--- src/include/uart_rx_pkg.sv ---
// Constants and types shared by the receive-side serial port logic
package uart_rx_pkg;
  // ------------------------------------------------------------
  // Timing
  // ------------------------------------------------------------
  localparam int CLK_HZ            = 250_000_000;
  localparam int COS_SAMPLE_HZ     = 38_400;
  localparam int COS_SAMPLE_CYCLES = CLK_HZ / COS_SAMPLE_HZ;
  localparam int BAUD_RATE         = 9600;
  localparam int BAUD16_CYCLES     = CLK_HZ / (BAUD_RATE * 16);
  localparam logic [3:0] START_CHECK_TICK = 4'h7;
  localparam logic [3:0] BIT_LAST_TICK    = 4'hf;

  // ------------------------------------------------------------
  // Register map and reset values
  // ------------------------------------------------------------
  localparam logic [2:0] ADDR_MODE    = 3'h0;
  localparam logic [2:0] ADDR_STATUS  = 3'h1;
  localparam logic [2:0] ADDR_COMMAND = 3'h2;
  localparam logic [2:0] ADDR_RHR     = 3'h3;
  localparam logic [2:0] ADDR_AUX     = 3'h4;
  localparam logic [2:0] ADDR_ISR     = 3'h5;
  localparam logic [2:0] ADDR_IMR     = 3'h6;
  localparam logic [7:0] MODE_RESET   = 8'h00;
  localparam logic [7:0] AUX_RESET    = 8'h00;
  localparam logic [7:0] IMR_RESET    = 8'h00;
  localparam logic [1:0] QUEUE_DEPTH  = 2'h3;

  // ------------------------------------------------------------
  // Field positions
  // ------------------------------------------------------------
  localparam int MR1_RTS_AUTO  = 7;
  localparam int MR1_IRQ_FULL  = 6;
  localparam int MR1_ERR_BLOCK = 5;
  localparam int MR1_PAR_TYPE  = 2;
  localparam int SR_AVAIL = 0;
  localparam int SR_FULL  = 1;
  localparam int SR_OVR   = 4;
  localparam int SR_PE    = 5;
  localparam int SR_FE    = 6;
  localparam int SR_BRK   = 7;
  localparam int ISR_RX   = 2;
  localparam int ISR_COS  = 7;
  localparam int AUX_COS_EN = 3;
  localparam logic [2:0] MPO_SEL_RTS  = 3'h0;
  localparam logic [2:0] MPO_SEL_RXIRQ = 3'h1;

  // ------------------------------------------------------------
  // Enumerations
  // ------------------------------------------------------------
  typedef enum logic [1:0] {
    PAR_WITH = 2'b00, PAR_FORCE = 2'b01, PAR_NONE = 2'b10, PAR_WAKE = 2'b11
  } parity_mode_t;

  typedef enum logic [2:0] {
    CMD_NOP = 3'b000, CMD_PTR_RESET = 3'b001, CMD_RX_RESET = 3'b010,
    CMD_SPARE = 3'b011, CMD_ERR_RESET = 3'b100, CMD_COS_CLEAR = 3'b101,
    CMD_RTS_ON = 3'b110, CMD_RTS_OFF = 3'b111
  } cmd_t;

  typedef enum logic [2:0] {
    RX_IDLE = 3'b000, RX_START = 3'b001, RX_DATA = 3'b010,
    RX_PARITY = 3'b011, RX_STOP = 3'b100
  } rx_state_t;
endpackage

--- src/include/cos_link_if.sv ---
// Carrier between the port core and its change-of-state detector
`timescale 1ns/1ps
`default_nettype none
interface cos_link_if;
  logic sample_tick;
  logic level;
  logic enable;
  logic changed;
  modport detector (input sample_tick, level, enable, output changed);
  modport owner    (output sample_tick, level, enable, input changed);
endinterface
`default_nettype wire

--- src/verilog/uart_receive_queue_wakeup.sv ---
// Receive queue, flow control, wake-up and pin logic of a serial port
`timescale 1ns/1ps
`default_nettype none
module uart_receive_queue_wakeup
  import uart_rx_pkg::*;
#(
  parameter int BAUD16_DIV = BAUD16_CYCLES,
  parameter int COS_DIV    = COS_SAMPLE_CYCLES
) (
  input  wire logic       clk,
  input  wire logic       rst_b,
  input  wire logic [2:0] reg_addr,
  input  wire logic [7:0] reg_wdata,
  input  wire logic       reg_wr,
  input  wire logic       reg_rd,
  output logic      [7:0] reg_rdata,
  input  wire logic       rx_serial_in,
  input  wire logic       multi_function_input,
  output logic            multi_function_output,
  output logic            multi_function_output_oe_n,
  output logic            irq_n
);
  // ------------------------------------------------------------
  // Declarations
  // ------------------------------------------------------------
  logic [7:0]  mode_config_first_reg, mode_config_second_reg;
  logic [7:0]  aux_control_reg, imr_reg, rdata_reg;
  logic        mr_ptr_reg, rx_enable_reg;
  logic [1:0]  rx_sync_reg, mpi_sync_reg;
  logic        line_prev_reg;
  logic [15:0] baud_cnt_reg, cos_cnt_reg;
  logic        tick16_reg, cos_tick_reg;
  rx_state_t   state_reg;
  logic [3:0]  tick_cnt_reg;
  logic [2:0]  bit_idx_reg;
  logic [7:0]  shift_reg;
  logic        par_bit_reg;
  logic [7:0]  q_data_reg [3];
  logic [2:0]  q_stat_reg [3];
  logic [1:0]  wr_ptr_reg, rd_ptr_reg, count_reg;
  logic [2:0]  acc_reg;
  logic        overrun_reg, cos_flag_reg;
  logic        rts_manual_n_reg, rts_auto_neg_reg;
  logic        mpo_reg, mpo_oe_n_reg, irq_n_reg;
  cos_link_if  cos_link ();

  // ------------------------------------------------------------
  // Register bus decode
  // ------------------------------------------------------------
  wire       wr_mode  = reg_wr && (reg_addr == ADDR_MODE);
  wire       rd_mode  = reg_rd && (reg_addr == ADDR_MODE);
  wire       wr_cmd   = reg_wr && (reg_addr == ADDR_COMMAND);
  wire       rhr_read = reg_rd && (reg_addr == ADDR_RHR);
  wire [2:0] cmd      = wr_cmd ? reg_wdata[6:4] : CMD_NOP;
  wire       rx_reset = (cmd == CMD_RX_RESET);
  wire       err_reset = (cmd == CMD_ERR_RESET);
  wire [1:0] par_mode = mode_config_first_reg[4:3];
  wire       wakeup   = (par_mode == PAR_WAKE);
  wire       rx_run   = rx_enable_reg || wakeup;
  wire       line     = rx_sync_reg[1];
  wire [2:0] nbits_m1 = 3'(3'd4 + {1'b0, mode_config_first_reg[1:0]});

  // Mode register pointer steps on any first-register access
  always_ff @(posedge clk or negedge rst_b) begin
    if (!rst_b) begin
      mr_ptr_reg             <= 1'b0;
      mode_config_first_reg  <= MODE_RESET;
      mode_config_second_reg <= MODE_RESET;
    end else begin
      if (cmd == CMD_PTR_RESET) mr_ptr_reg <= 1'b0;
      else if ((wr_mode || rd_mode) && !mr_ptr_reg) mr_ptr_reg <= 1'b1;
      if (wr_mode && !mr_ptr_reg) mode_config_first_reg <= reg_wdata;
      if (wr_mode && mr_ptr_reg) mode_config_second_reg <= reg_wdata;
    end
  end

  // Plain control registers and the enable bits of the command word
  always_ff @(posedge clk or negedge rst_b) begin
    if (!rst_b) begin
      aux_control_reg <= AUX_RESET;
      imr_reg         <= IMR_RESET;
      rx_enable_reg   <= 1'b0;
    end else begin
      if (reg_wr && reg_addr == ADDR_AUX) aux_control_reg <= reg_wdata;
      if (reg_wr && reg_addr == ADDR_IMR) imr_reg <= reg_wdata;
      if (wr_cmd && reg_wdata[1]) rx_enable_reg <= 1'b0;
      else if (wr_cmd && reg_wdata[0]) rx_enable_reg <= 1'b1;
    end
  end

  // ------------------------------------------------------------
  // Pin synchronisers and rate dividers
  // ------------------------------------------------------------
  // Both pins are asynchronous; logic reads only the second stage
  always_ff @(posedge clk or negedge rst_b) begin
    if (!rst_b) begin
      rx_sync_reg   <= 2'b11;
      mpi_sync_reg  <= 2'b11;
      line_prev_reg <= 1'b1;
    end else begin
      rx_sync_reg   <= {rx_sync_reg[0], rx_serial_in};
      mpi_sync_reg  <= {mpi_sync_reg[0], multi_function_input};
      line_prev_reg <= rx_sync_reg[1];
    end
  end

  // Sixteen-times bit tick and the input sampling tick
  always_ff @(posedge clk or negedge rst_b) begin
    if (!rst_b) begin
      baud_cnt_reg <= 16'h0000;
      cos_cnt_reg  <= 16'h0000;
      tick16_reg   <= 1'b0;
      cos_tick_reg <= 1'b0;
    end else begin
      tick16_reg   <= (baud_cnt_reg == 16'(BAUD16_DIV - 1));
      cos_tick_reg <= (cos_cnt_reg == 16'(COS_DIV - 1));
      baud_cnt_reg <= (baud_cnt_reg == 16'(BAUD16_DIV - 1)) ? 16'h0000
                      : 16'(baud_cnt_reg + 16'h0001);
      cos_cnt_reg  <= (cos_cnt_reg == 16'(COS_DIV - 1)) ? 16'h0000
                      : 16'(cos_cnt_reg + 16'h0001);
    end
  end

  // ------------------------------------------------------------
  // Receive shifter
  // ------------------------------------------------------------
  wire start_edge  = line_prev_reg && !line;
  wire mid_bit     = tick16_reg && (tick_cnt_reg == BIT_LAST_TICK);
  wire start_ok    = (state_reg == RX_START) && tick16_reg
                     && (tick_cnt_reg == START_CHECK_TICK) && !line;
  wire rx_done     = (state_reg == RX_STOP) && mid_bit;
  wire stop_bad    = !line;
  wire par_used    = (par_mode != PAR_NONE);
  wire brk         = stop_bad && (shift_reg == 8'h00)
                     && !(par_used && par_bit_reg);
  wire par_calc    = ^shift_reg ^ par_bit_reg
                     ^ mode_config_first_reg[MR1_PAR_TYPE];
  wire par_force_e = par_bit_reg ^ mode_config_first_reg[MR1_PAR_TYPE];
  // Wake-up mode puts the address flag where parity error goes
  wire pe_slot     = wakeup ? par_bit_reg
                     : (par_mode == PAR_WITH) ? par_calc
                     : (par_mode == PAR_FORCE) ? par_force_e : 1'b0;
  wire [2:0] new_stat = {brk, stop_bad, pe_slot};
  // Disabled wake-up receiver keeps only address characters
  wire keep        = rx_enable_reg || par_bit_reg;

  // Leaving the run state drops any half-built character
  always_ff @(posedge clk or negedge rst_b) begin
    if (!rst_b) begin
      state_reg    <= RX_IDLE;
      tick_cnt_reg <= 4'h0;
      bit_idx_reg  <= 3'h0;
      shift_reg    <= 8'h00;
      par_bit_reg  <= 1'b0;
    end else if (!rx_run || rx_reset) begin
      state_reg <= RX_IDLE;
    end else begin
      if (tick16_reg) tick_cnt_reg <= 4'(tick_cnt_reg + 4'h1);
      unique case (state_reg)
        RX_IDLE: begin
          if (start_edge) begin
            state_reg    <= RX_START;
            tick_cnt_reg <= 4'h0;
          end
        end
        RX_START: begin
          if (tick16_reg && tick_cnt_reg == START_CHECK_TICK) begin
            state_reg    <= line ? RX_IDLE : RX_DATA;  // false start check
            tick_cnt_reg <= 4'h0;
            bit_idx_reg  <= 3'h0;
            shift_reg    <= 8'h00;                     // unused MSBs read 0
            par_bit_reg  <= 1'b0;
          end
        end
        RX_DATA: begin
          if (mid_bit) begin
            shift_reg[bit_idx_reg] <= line;
            bit_idx_reg <= 3'(bit_idx_reg + 3'h1);
            if (bit_idx_reg == nbits_m1)
              state_reg <= par_used ? RX_PARITY : RX_STOP;
          end
        end
        RX_PARITY: begin
          if (mid_bit) begin
            par_bit_reg <= line;
            state_reg   <= RX_STOP;
          end
        end
        RX_STOP: begin
          if (mid_bit) state_reg <= RX_IDLE;  // a break waits for high
        end
        default: state_reg <= RX_IDLE;
      endcase
    end
  end

  // ------------------------------------------------------------
  // Character queue
  // ------------------------------------------------------------
  function automatic logic [1:0] ptr_inc(input logic [1:0] p);
    ptr_inc = (p == 2'h2) ? 2'h0 : 2'(p + 2'h1);
  endfunction

  wire       q_empty  = (count_reg == 2'h0);
  wire       q_full   = (count_reg == QUEUE_DEPTH);
  wire       pop      = rhr_read && !q_empty;
  wire       push_try = rx_done && keep && !rx_reset;
  wire       push     = push_try && (!q_full || rhr_read);
  wire       overrun  = push_try && q_full && !rhr_read;
  wire [1:0] rd_next  = ptr_inc(rd_ptr_reg);
  wire [1:0] count_up = 2'(count_reg + 2'h1);
  wire [1:0] count_dn = 2'(count_reg - 2'h1);
  wire [2:0] head_stat = q_stat_reg[rd_ptr_reg];
  // A character reaches the head on a push into empty or a deeper pop;
  // a push beside the pop of the last character lands at the head too
  wire       arrive_new = push && (q_empty || (pop && count_reg == 2'h1));
  wire       arrive   = arrive_new || (pop && count_reg > 2'h1);
  wire [2:0] arrive_stat = arrive_new ? new_stat : q_stat_reg[rd_next];
  wire [2:0] acc_next = (err_reset ? 3'h0 : acc_reg)
                        | (arrive ? arrive_stat : 3'h0);

  // Data storage is never cleared; only pointers and status move
  always_ff @(posedge clk) begin
    if (push) begin
      q_data_reg[wr_ptr_reg] <= shift_reg;
      q_stat_reg[wr_ptr_reg] <= new_stat;
    end else if (rx_reset) begin
      q_stat_reg[wr_ptr_reg] <= 3'h0;
    end
  end

  // Reads always step the read pointer, even past empty
  always_ff @(posedge clk or negedge rst_b) begin
    if (!rst_b) begin
      wr_ptr_reg <= 2'h0;
      rd_ptr_reg <= 2'h0;
      count_reg  <= 2'h0;
    end else if (rx_reset) begin
      rd_ptr_reg <= wr_ptr_reg;
      count_reg  <= 2'h0;
    end else begin
      if (push) wr_ptr_reg <= ptr_inc(wr_ptr_reg);
      if (rhr_read) rd_ptr_reg <= rd_next;
      if (push && !pop) count_reg <= count_up;
      else if (pop && !push) count_reg <= count_dn;
    end
  end

  // Error accumulation; a new event beats a same-cycle clear
  always_ff @(posedge clk or negedge rst_b) begin
    if (!rst_b) begin
      acc_reg     <= 3'h0;
      overrun_reg <= 1'b0;
    end else begin
      acc_reg     <= acc_next;
      overrun_reg <= overrun || (overrun_reg && !err_reset);
    end
  end

  // ------------------------------------------------------------
  // Flow control, change of state and interrupt status
  // ------------------------------------------------------------
  assign cos_link.sample_tick = cos_tick_reg;
  assign cos_link.level       = mpi_sync_reg[1];
  assign cos_link.enable      = aux_control_reg[AUX_COS_EN];

  cos_detect u_cos (
    .clk   (clk),
    .rst_b (rst_b),
    .link  (cos_link.detector)
  );

  wire rts_auto = mode_config_first_reg[MR1_RTS_AUTO];
  wire rx_irq   = mode_config_first_reg[MR1_IRQ_FULL]
                  ? q_full : !q_empty;
  wire [7:0] isr_val = {cos_flag_reg, 4'h0, rx_irq, 2'h0};

  // Request-to-send: manual level, negated in auto mode by a start bit arriving while the queue is full
  always_ff @(posedge clk or negedge rst_b) begin
    if (!rst_b) begin
      rts_manual_n_reg <= 1'b1;
      rts_auto_neg_reg <= 1'b0;
      cos_flag_reg     <= 1'b0;
    end else begin
      if (cmd == CMD_RTS_ON) rts_manual_n_reg <= 1'b0;
      else if (cmd == CMD_RTS_OFF) rts_manual_n_reg <= 1'b1;
      if (rts_auto && start_ok && q_full) rts_auto_neg_reg <= 1'b1;
      else if (!q_full) rts_auto_neg_reg <= 1'b0;
      cos_flag_reg <= cos_link.changed
                      || (cos_flag_reg && cmd != CMD_COS_CLEAR);
    end
  end

  // ------------------------------------------------------------
  // Output pins and read data
  // ------------------------------------------------------------
  wire flow_request_out_n = rts_manual_n_reg || rts_auto_neg_reg;
  wire mpo_irq_type = (aux_control_reg[2:0] == MPO_SEL_RXIRQ);
  wire mpo_val = (aux_control_reg[2:0] == MPO_SEL_RTS)
                 ? flow_request_out_n : (mpo_irq_type ? 1'b0 : 1'b1);
  // Interrupt-type choices pull low only and need an outside pull-up
  wire mpo_oe_n = mpo_irq_type ? !rx_irq : 1'b0;
  wire [2:0] flag_view = mode_config_first_reg[MR1_ERR_BLOCK]
                         ? acc_reg : head_stat;
  // Status read is side-effect free
  wire [7:0] status_val = {flag_view, overrun_reg, 2'h0,
                           q_full, !q_empty};
  wire [7:0] mode_val = mr_ptr_reg ? mode_config_second_reg
                                   : mode_config_first_reg;
  wire [7:0] read_mux = (reg_addr == ADDR_MODE)   ? mode_val
                      : (reg_addr == ADDR_STATUS) ? status_val
                      : (reg_addr == ADDR_RHR)    ? q_data_reg[rd_ptr_reg]
                      : (reg_addr == ADDR_AUX)    ? aux_control_reg
                      : (reg_addr == ADDR_ISR)    ? isr_val
                      : (reg_addr == ADDR_IMR)    ? imr_reg : 8'h00;

  // Read data stand for one cycle only; pins and interrupt registered
  always_ff @(posedge clk or negedge rst_b) begin
    if (!rst_b) begin
      rdata_reg    <= 8'h00;
      mpo_reg      <= 1'b1;
      mpo_oe_n_reg <= 1'b0;
      irq_n_reg    <= 1'b1;
    end else begin
      rdata_reg    <= reg_rd ? read_mux : 8'h00;
      mpo_reg      <= mpo_val;
      mpo_oe_n_reg <= mpo_oe_n;
      irq_n_reg    <= !(|(isr_val & imr_reg));
    end
  end

  assign reg_rdata                  = rdata_reg;
  assign multi_function_output      = mpo_reg;
  assign multi_function_output_oe_n = mpo_oe_n_reg;
  assign irq_n                      = irq_n_reg;
endmodule
`default_nettype wire

--- src/verilog/cos_detect.sv ---
// Qualified change-of-state detector for the multi-function input
`timescale 1ns/1ps
`default_nettype none
module cos_detect
  import uart_rx_pkg::*;
(
  input  wire logic         clk,
  input  wire logic         rst_b,
  cos_link_if.detector      link
);
  logic sample_reg;
  logic accepted_reg;
  logic changed_reg;

  // New level needs two equal samples in a row
  wire  qualified = link.sample_tick && (link.level == sample_reg)
                    && (link.level != accepted_reg);

  // While idle the accepted level follows the pin, so enabling is quiet
  always_ff @(posedge clk or negedge rst_b) begin
    if (!rst_b) begin
      sample_reg   <= 1'b1;
      accepted_reg <= 1'b1;
      changed_reg  <= 1'b0;
    end else begin
      if (link.sample_tick) sample_reg <= link.level;
      if (!link.enable) accepted_reg <= link.level;
      else if (qualified) accepted_reg <= link.level;
      changed_reg <= link.enable && qualified;
    end
  end

  assign link.changed = changed_reg;
endmodule
`default_nettype wire

--- config.mk ---
export PLATFORM = sky130hd
export DESIGN_NAME = uart_receive_queue_wakeup
export DESIGN_NICKNAME = d
export VERILOG_FILES = /design/src/include/uart_rx_pkg.sv /design/src/include/cos_link_if.sv /design/src/verilog/uart_receive_queue_wakeup.sv /design/src/verilog/cos_detect.sv
export SDC_FILE = /design/constraint.sdc
export NUM_CORES = 1
export LEC_CHECK = 0
export BUFFER_PORTS_ARGS = -buffer_cell sky130_fd_sc_hd__clkbuf_2
export CORE_MARGIN = 2
export CORE_UTILIZATION = 60
export CTS_CLUSTER_DIAMETER = 100
export CTS_CLUSTER_SIZE = 10
export DETAILED_ROUTE_END_ITERATION = 6
export GPL_TIMING_DRIVEN = 0
export PLACE_DENSITY = 0.82
export SKIP_LAST_GASP = 1
export SYNTH_ARGS = -nofsm -noshare
export SYNTH_HDL_FRONTEND = slang
export SYNTH_SLANG_ARGS = --single-unit
export TNS_END_PERCENT = 20
--- constraint.sdc ---
create_clock -name clk -period 2.9 [get_ports clk]
set_input_delay 0.58 -clock clk [delete_from_list [all_inputs] [get_ports clk]]
set_output_delay 0.58 -clock clk [all_outputs]
set_load 0.02 [all_outputs]
# ---- After elaboration in Yosys (flattened, before gate mapping)
# Memories as Yosys holds them, arrays and structs flattened.
# Cells that the tools add are included.
dict set report word_totals {
  ram_bits 33
  latch_bits 0
  mem_count 2
  register_bits 119
  word_cells 250
  inputBits 17
  romBits 0
}
# memory depth width rd rd_clocked_by_memory_dff write_ports line
set memory_table {}
lappend memory_table {q_data_reg 3 8 1 0 1 uart_receive_queue_wakeup.sv:38} ;# logic [7:0] q_data_reg [3];
lappend memory_table {q_stat_reg 3 3 2 0 1 uart_receive_queue_wakeup.sv:39} ;# logic [2:0] q_stat_reg [3];
dict set report op_classes {
  shifts 0
  add_sub_neg 9
  eq_ne 42
  order_cmp 3
  n_bitwise 8
  reduce_logical 82
  n_mul 0
  n_mux 71
  n_div 0
}
# operator n
set op_table {}
lappend op_table {{$mux 8} 10}
lappend op_table {{$mux 3} 16}
lappend op_table {{$logic_and 1x1->1} 40}
lappend op_table {{$add 16x1->16 const B} 2}
lappend op_table {{$mux 16} 2}
lappend op_table {{$mux 1} 25}
lappend op_table {{$eq 3x3->1 const B} 7}
lappend op_table {{$eq 16x11->1 const B} 1}
lappend op_table {{$eq 16x13->1 const B} 1}
lappend op_table {{$mux 2} 8}
lappend op_table {{$pmux 8 s2} 1}
lappend op_table {{$eq 3x2->1 const B} 5}
lappend op_table {{$ne 3x3->1 const B} 5}
lappend op_table {{$pmux 3 s5} 1}
lappend op_table {{$logic_not 1->1} 13}
lappend op_table {{$eq 3x1->1 const B} 4}
lappend op_table {{$mux 4} 3}
lappend op_table {{$reduce_bool 2->1} 6}
lappend op_table {{$logic_or 1x1->1} 10}
lappend op_table {{$logic_not 3->1} 3}
lappend op_table {{$and 8x8->8} 1}
lappend op_table {{$bwmux 8} 1}
lappend op_table {{$eq 2x2->1 const B} 4}
lappend op_table {{$logic_not 8->1} 1}
lappend op_table {{33 further kinds} 45}

# ---- Depth between registers and ports, before layout
dict set report logic_depth {
  word_depth 12
  depth_mapped 7
  ltp_nobuf 7
}

# ---- Modules after synthesis
# From an unflattened synthesis, not the netlist that was laid out.
dict set report hier_totals {
  cells_unflattened 656
  hier_area_um2 7287.0
}
# module area_each_um2 seq_area_each_um2 cells_per_inst n_inst
set modules_own_cells {}
lappend modules_own_cells {uart_receive_queue_wakeup 7143.1 3903.7 642 1}
lappend modules_own_cells {cos_detect 143.9 77.6 14 1}

# ---- Worst setup path after synthesis
# OpenSTA, ideal clock, no wires.
dict set report synth_timing {
  path_kind {input -> register}
  from {input reg_addr[2]}
  to {memory q_data_reg[1][0], enable pin}
  cell_stages 6
  path_slack_ns 0.741
  setup_ns 0.374
  t_required_ns 2.526
  n_path_buf 2
  t_arrival_ns 1.785
  cell_sequence {buf_2 nand4b_1 nand2_1 nand3_2 buf_6 nor2_1}
}
dict set report synth_via {
  elab_chain_len 9
}
# element line
set synth_lines {}
lappend synth_lines {{from (decl)} uart_receive_queue_wakeup.sv:12} ;# input wire logic [2:0] reg_addr,
lappend synth_lines {{$eq 3x2->1} uart_receive_queue_wakeup.sv:52} ;# wire wr_cmd = reg_wr && (reg_addr == ADDR_COMMAND);
lappend synth_lines {{$logic_and 1x1->1} uart_receive_queue_wakeup.sv:52}
lappend synth_lines {{$mux 3} uart_receive_queue_wakeup.sv:54} ;# wire [2:0] cmd = wr_cmd ? reg_wdata[6:4] : CMD_NOP;
lappend synth_lines {{$eq 3x2->1} uart_receive_queue_wakeup.sv:55} ;# wire rx_reset = (cmd == CMD_RX_RESET);
lappend synth_lines {{$logic_not 1->1} uart_receive_queue_wakeup.sv:207} ;# wire push_try = rx_done && keep && !rx_reset;
lappend synth_lines {{$logic_and 1x1->1} uart_receive_queue_wakeup.sv:207}
lappend synth_lines {{$logic_and 1x1->1 (*)} uart_receive_queue_wakeup.sv:208} ;# wire push = push_try && (!q_full || rhr_read);
lappend synth_lines {{$mux 1 (*)} uart_receive_queue_wakeup.sv:224} ;# if (push) begin
lappend synth_lines {{$mux 1 (implied by the code) (*)} uart_receive_queue_wakeup.sv:225} ;# q_data_reg[wr_ptr_reg] <= shift_reg;
lappend synth_lines {{to (decl)} uart_receive_queue_wakeup.sv:38}
# Mark *: on every way between the ends. The rest lies on a longest branch, timed or not.

# ---- Worst setup path in the final report
dict set report layout_timing {
  from {register tick_cnt_reg[0]}
  to {memory q_data_reg[1][6], enable pin}
}
dict set report layout_via {
  elab_chain_len 8
}
# element line
set layout_lines {}
lappend layout_lines {{from (decl)} uart_receive_queue_wakeup.sv:34} ;# logic [3:0] tick_cnt_reg;
lappend layout_lines {{from (signal assigned)} uart_receive_queue_wakeup.sv:158} ;# if (tick16_reg) tick_cnt_reg <= 4'(tick_cnt_reg + 4'h1);
lappend layout_lines {{$eq 4x4->1} uart_receive_queue_wakeup.sv:128} ;# wire mid_bit = tick16_reg && (tick_cnt_reg == BIT_LAST_TICK);
lappend layout_lines {{$logic_and 1x1->1} uart_receive_queue_wakeup.sv:128}
lappend layout_lines {{$logic_and 1x1->1} uart_receive_queue_wakeup.sv:131} ;# wire rx_done = (state_reg == RX_STOP) && mid_bit;
lappend layout_lines {{$logic_and 1x1->1 (2 in a row)} uart_receive_queue_wakeup.sv:207}
lappend layout_lines {{$logic_and 1x1->1} uart_receive_queue_wakeup.sv:208}
lappend layout_lines {{$mux 1} uart_receive_queue_wakeup.sv:224}
lappend layout_lines {{$mux 1 (implied by the code)} uart_receive_queue_wakeup.sv:225}
# No other way between the ends.

==> results.cfg <==
[synthesis]
synth.distinct_cells = 68
synth_area_leaders = dfrtp_1 37%, edfxtp_1 14%, mux2_2 6.0%, mux2i_1 4.0%, dfstp_2 3.6%
synth_seq_cells = 152
async_flop_share = 0.783
ys_warn_count = 0
ys.flop_type = dfrtp_1
synth_edf_count = 33
yosys.area.top_type_share = 0.372
syn_nets = 687
syn_avg_cell_area_um2 = 11.2
synth_top_cell_by_area = dfrtp_1
yosysSeqAreaShare = 0.543
synth.cell_area_um2 = 7330
syn_inst = 657

[floorplan]
dieArea_um2 = 13100
die_height_um = 115
rows = 40
start_util = 0.613
io_pins = 28
core-area_um2 = 12000
die_w_um = 115

[finish]
diodes = 0
layout_commonest_cell = dfrtp_1
most-common-layout-cells = 109 x dfrtp_1, 68 x nor2_1, 44 x nand2_1
area_delta_synth_final_pct = 13.1
nNetsFinal = 732
largest_reg_flops = 24
drive_gt1_frac = 0.180

[critical_path]
slowest_stage = nor2_1
end_kind = register
crit_required_ns = 2.95
arrival_ns = 2.65
worstSetupPathType = reg -> reg
crit_path_max_fanout = 10
start_kind = register
crit_chain = ha_1 > nand4_2 > nor3_4 > nand3_2 > buf_6 > nor2_1
crit_path_max_incr_delay_ns = 0.61

[detailed_routing]
vias_per_cell = 6.18
dr.pass1.iters = 7
drt_iter0_markers = 557
post_drt_wl_per_cell_um = 18.5
route.detailed.drc = 0
drt-total-wl_mm = 16.0
vias = 5330
ant_nets = 0

[clocking]
hold_buffers = 0
clk_latency_ns = 0.42
path_clk_slew_ns = 0.06
clock_tree.root_cell = clkbuf_16
clock-sinks = 152
cts_tree = yes
cts_made_buffers = 17
cts.path.max_buffers = 2
htreeDepth = 4
post_cts_resized = 0
cts_setup_buffers = 0

[place]
hpwl_mm = 10.6
gp_congestion = 0.927
io_buffers = 25

[run_status]
status = completed

[sta]
max_freq_mhz = 384
setup_viol = 0
maxSlewViolCount = 0
fin_crit_ns = 2.60
period_share = 0.898
rsz0062_at_grt = false
fin_worst_skew_ns = 0.00720
relSlewSlack = 0.480
hold_viol = 0
whs_ns = 0.222
worst_pin_slew_ns = 0.777

[grt]
overflow = 0
grt_pass1_vias = 5187
antenna_found_initial = 0
track_usage = 0.256
grt_pass1_wl_mm = 25.9
grt_max_degree = 120

[pwr]
power_leakage_nw = 3.65
ir_worst_vdd_uv = 621
totalPowerFinal_mw = 5.52
power.density_nw_per_um2 = 666

[hold_path]
hp-class = in -> async

[run]
drv_cap = 0
[per-stage QoR]
stage | area (um2) | cells | setup slack [ns] | util | TNS, ns
after floorplan | 7330 | 657 | 0.741 | - | 0
after global placement | 7640 | 829 | -0.442 | 0.639 | -47.42
after detailed placement | 7680 | 830 | 0.172 | 0.642 | 0
after CTS | 8290 | 862 | 0.259 | 0.693 | 0
after global routing | 8290 | 862 | 0.122 | 0.693 | 0
final | 8290 | 862 | 0.295 | 0.693 | 0
[cell type report]
| cell class | instances | area, um2 |
|---|---|---|
| sequential | 152 | 3980 |
| fill | 840 | 3670 |
| multi-input combinational | 452 | 3130 |
| clock buffer | 21 | 472 |
| tap | 147 | 184 |
| timing repair buffer | 26 | 161 |
| buffer | 32 | 145 |
| clock inverter | 11 | 144 |
| inverter | 21 | 78.8 |
[logic make-up (layout without fill, tap and decap cells)]
family / Yosys count / in the layout / synth area share
xor gates and xnor gates: 35 / 35 / 0.0418
AOI/OAI and AO/OA: 107 / 107 / 0.0997
DFF: 152 / 152 / 0.543
muxes: 68 / 68 / 0.0995
adders and majority gates: 13 / 13 / 0.0222
buffers and inverters: 53 / 111 / 0.0305
and+or+nand+nor: 229 / 229 / 0.163
[power by group]
part	switching, mW	total [mW]	internal (mW)
Combinational	0.442	0.756	0.314
Sequential	0.124	2.48	2.36
Clock	0.857	2.28	1.42
Total	1.42	5.52	4.10
[synth_stat cells, types with 7 or more instances]
library cell / n
nor3_1: 14
inv_1: 21
dfrtp_1: 109
nor2_1: 68
ha_1: 13
nor2b_1: 9
dfstp_2: 10
nand3_1: 24
a22oi_1: 7
o21ai_0: 25
and3_1: 8
xor2_1: 21
xnor2_1: 14
nand4_1: 9
mux2i_1: 29
a21oi_1: 24
nand2_1: 44
clkbuf_1: 19
nand2b_1: 9
buf_2: 8
edfxtp_1: 33
mux2_2: 39
[final timing paths]
| check | depth (start not counted) | startpoint | slack (ns) | to |
|---|---|---|---|---|
| min in group clk | 1 | multi_function_input | 0.24 | mpi_sync_reg[0] |
| worst max register to register | 6 | tick_cnt_reg[0] | 0.30 | q_data_reg[1][6] |
| worst min register to register | 0 | mpi_sync_reg[0] | 0.36 | mpi_sync_reg[1] |
| max in group asynchronous | 2 | rst_b | 2.21 | baud_cnt_reg[12] |
| worst max-delay path | 6 | tick_cnt_reg[0] | 0.30 | q_data_reg[1][6] |
| worst min-delay path | 2 | rst_b | 0.22 | acc_reg[1] |
[worst max-delay path: cells and delay by family (launching register included)]
kind / cells / cell delay [ns]
adders and majority gates: 1 / 0.25
DFF: 1 / 0.39
and+or+nand+nor: 4 / 1.42
buffers and inverters: 1 / 0.18
[routing by layer]
metal,global-route usage,wire length (um),up-vias
li1,-,-,2455
met1,0.338,6860,2642
met2,0.421,7890,200
met3,0.0619,910,33
met4,0.0837,322,0
met5,0,0,-
Note: power is estimated with default switching activity, not from simulation.
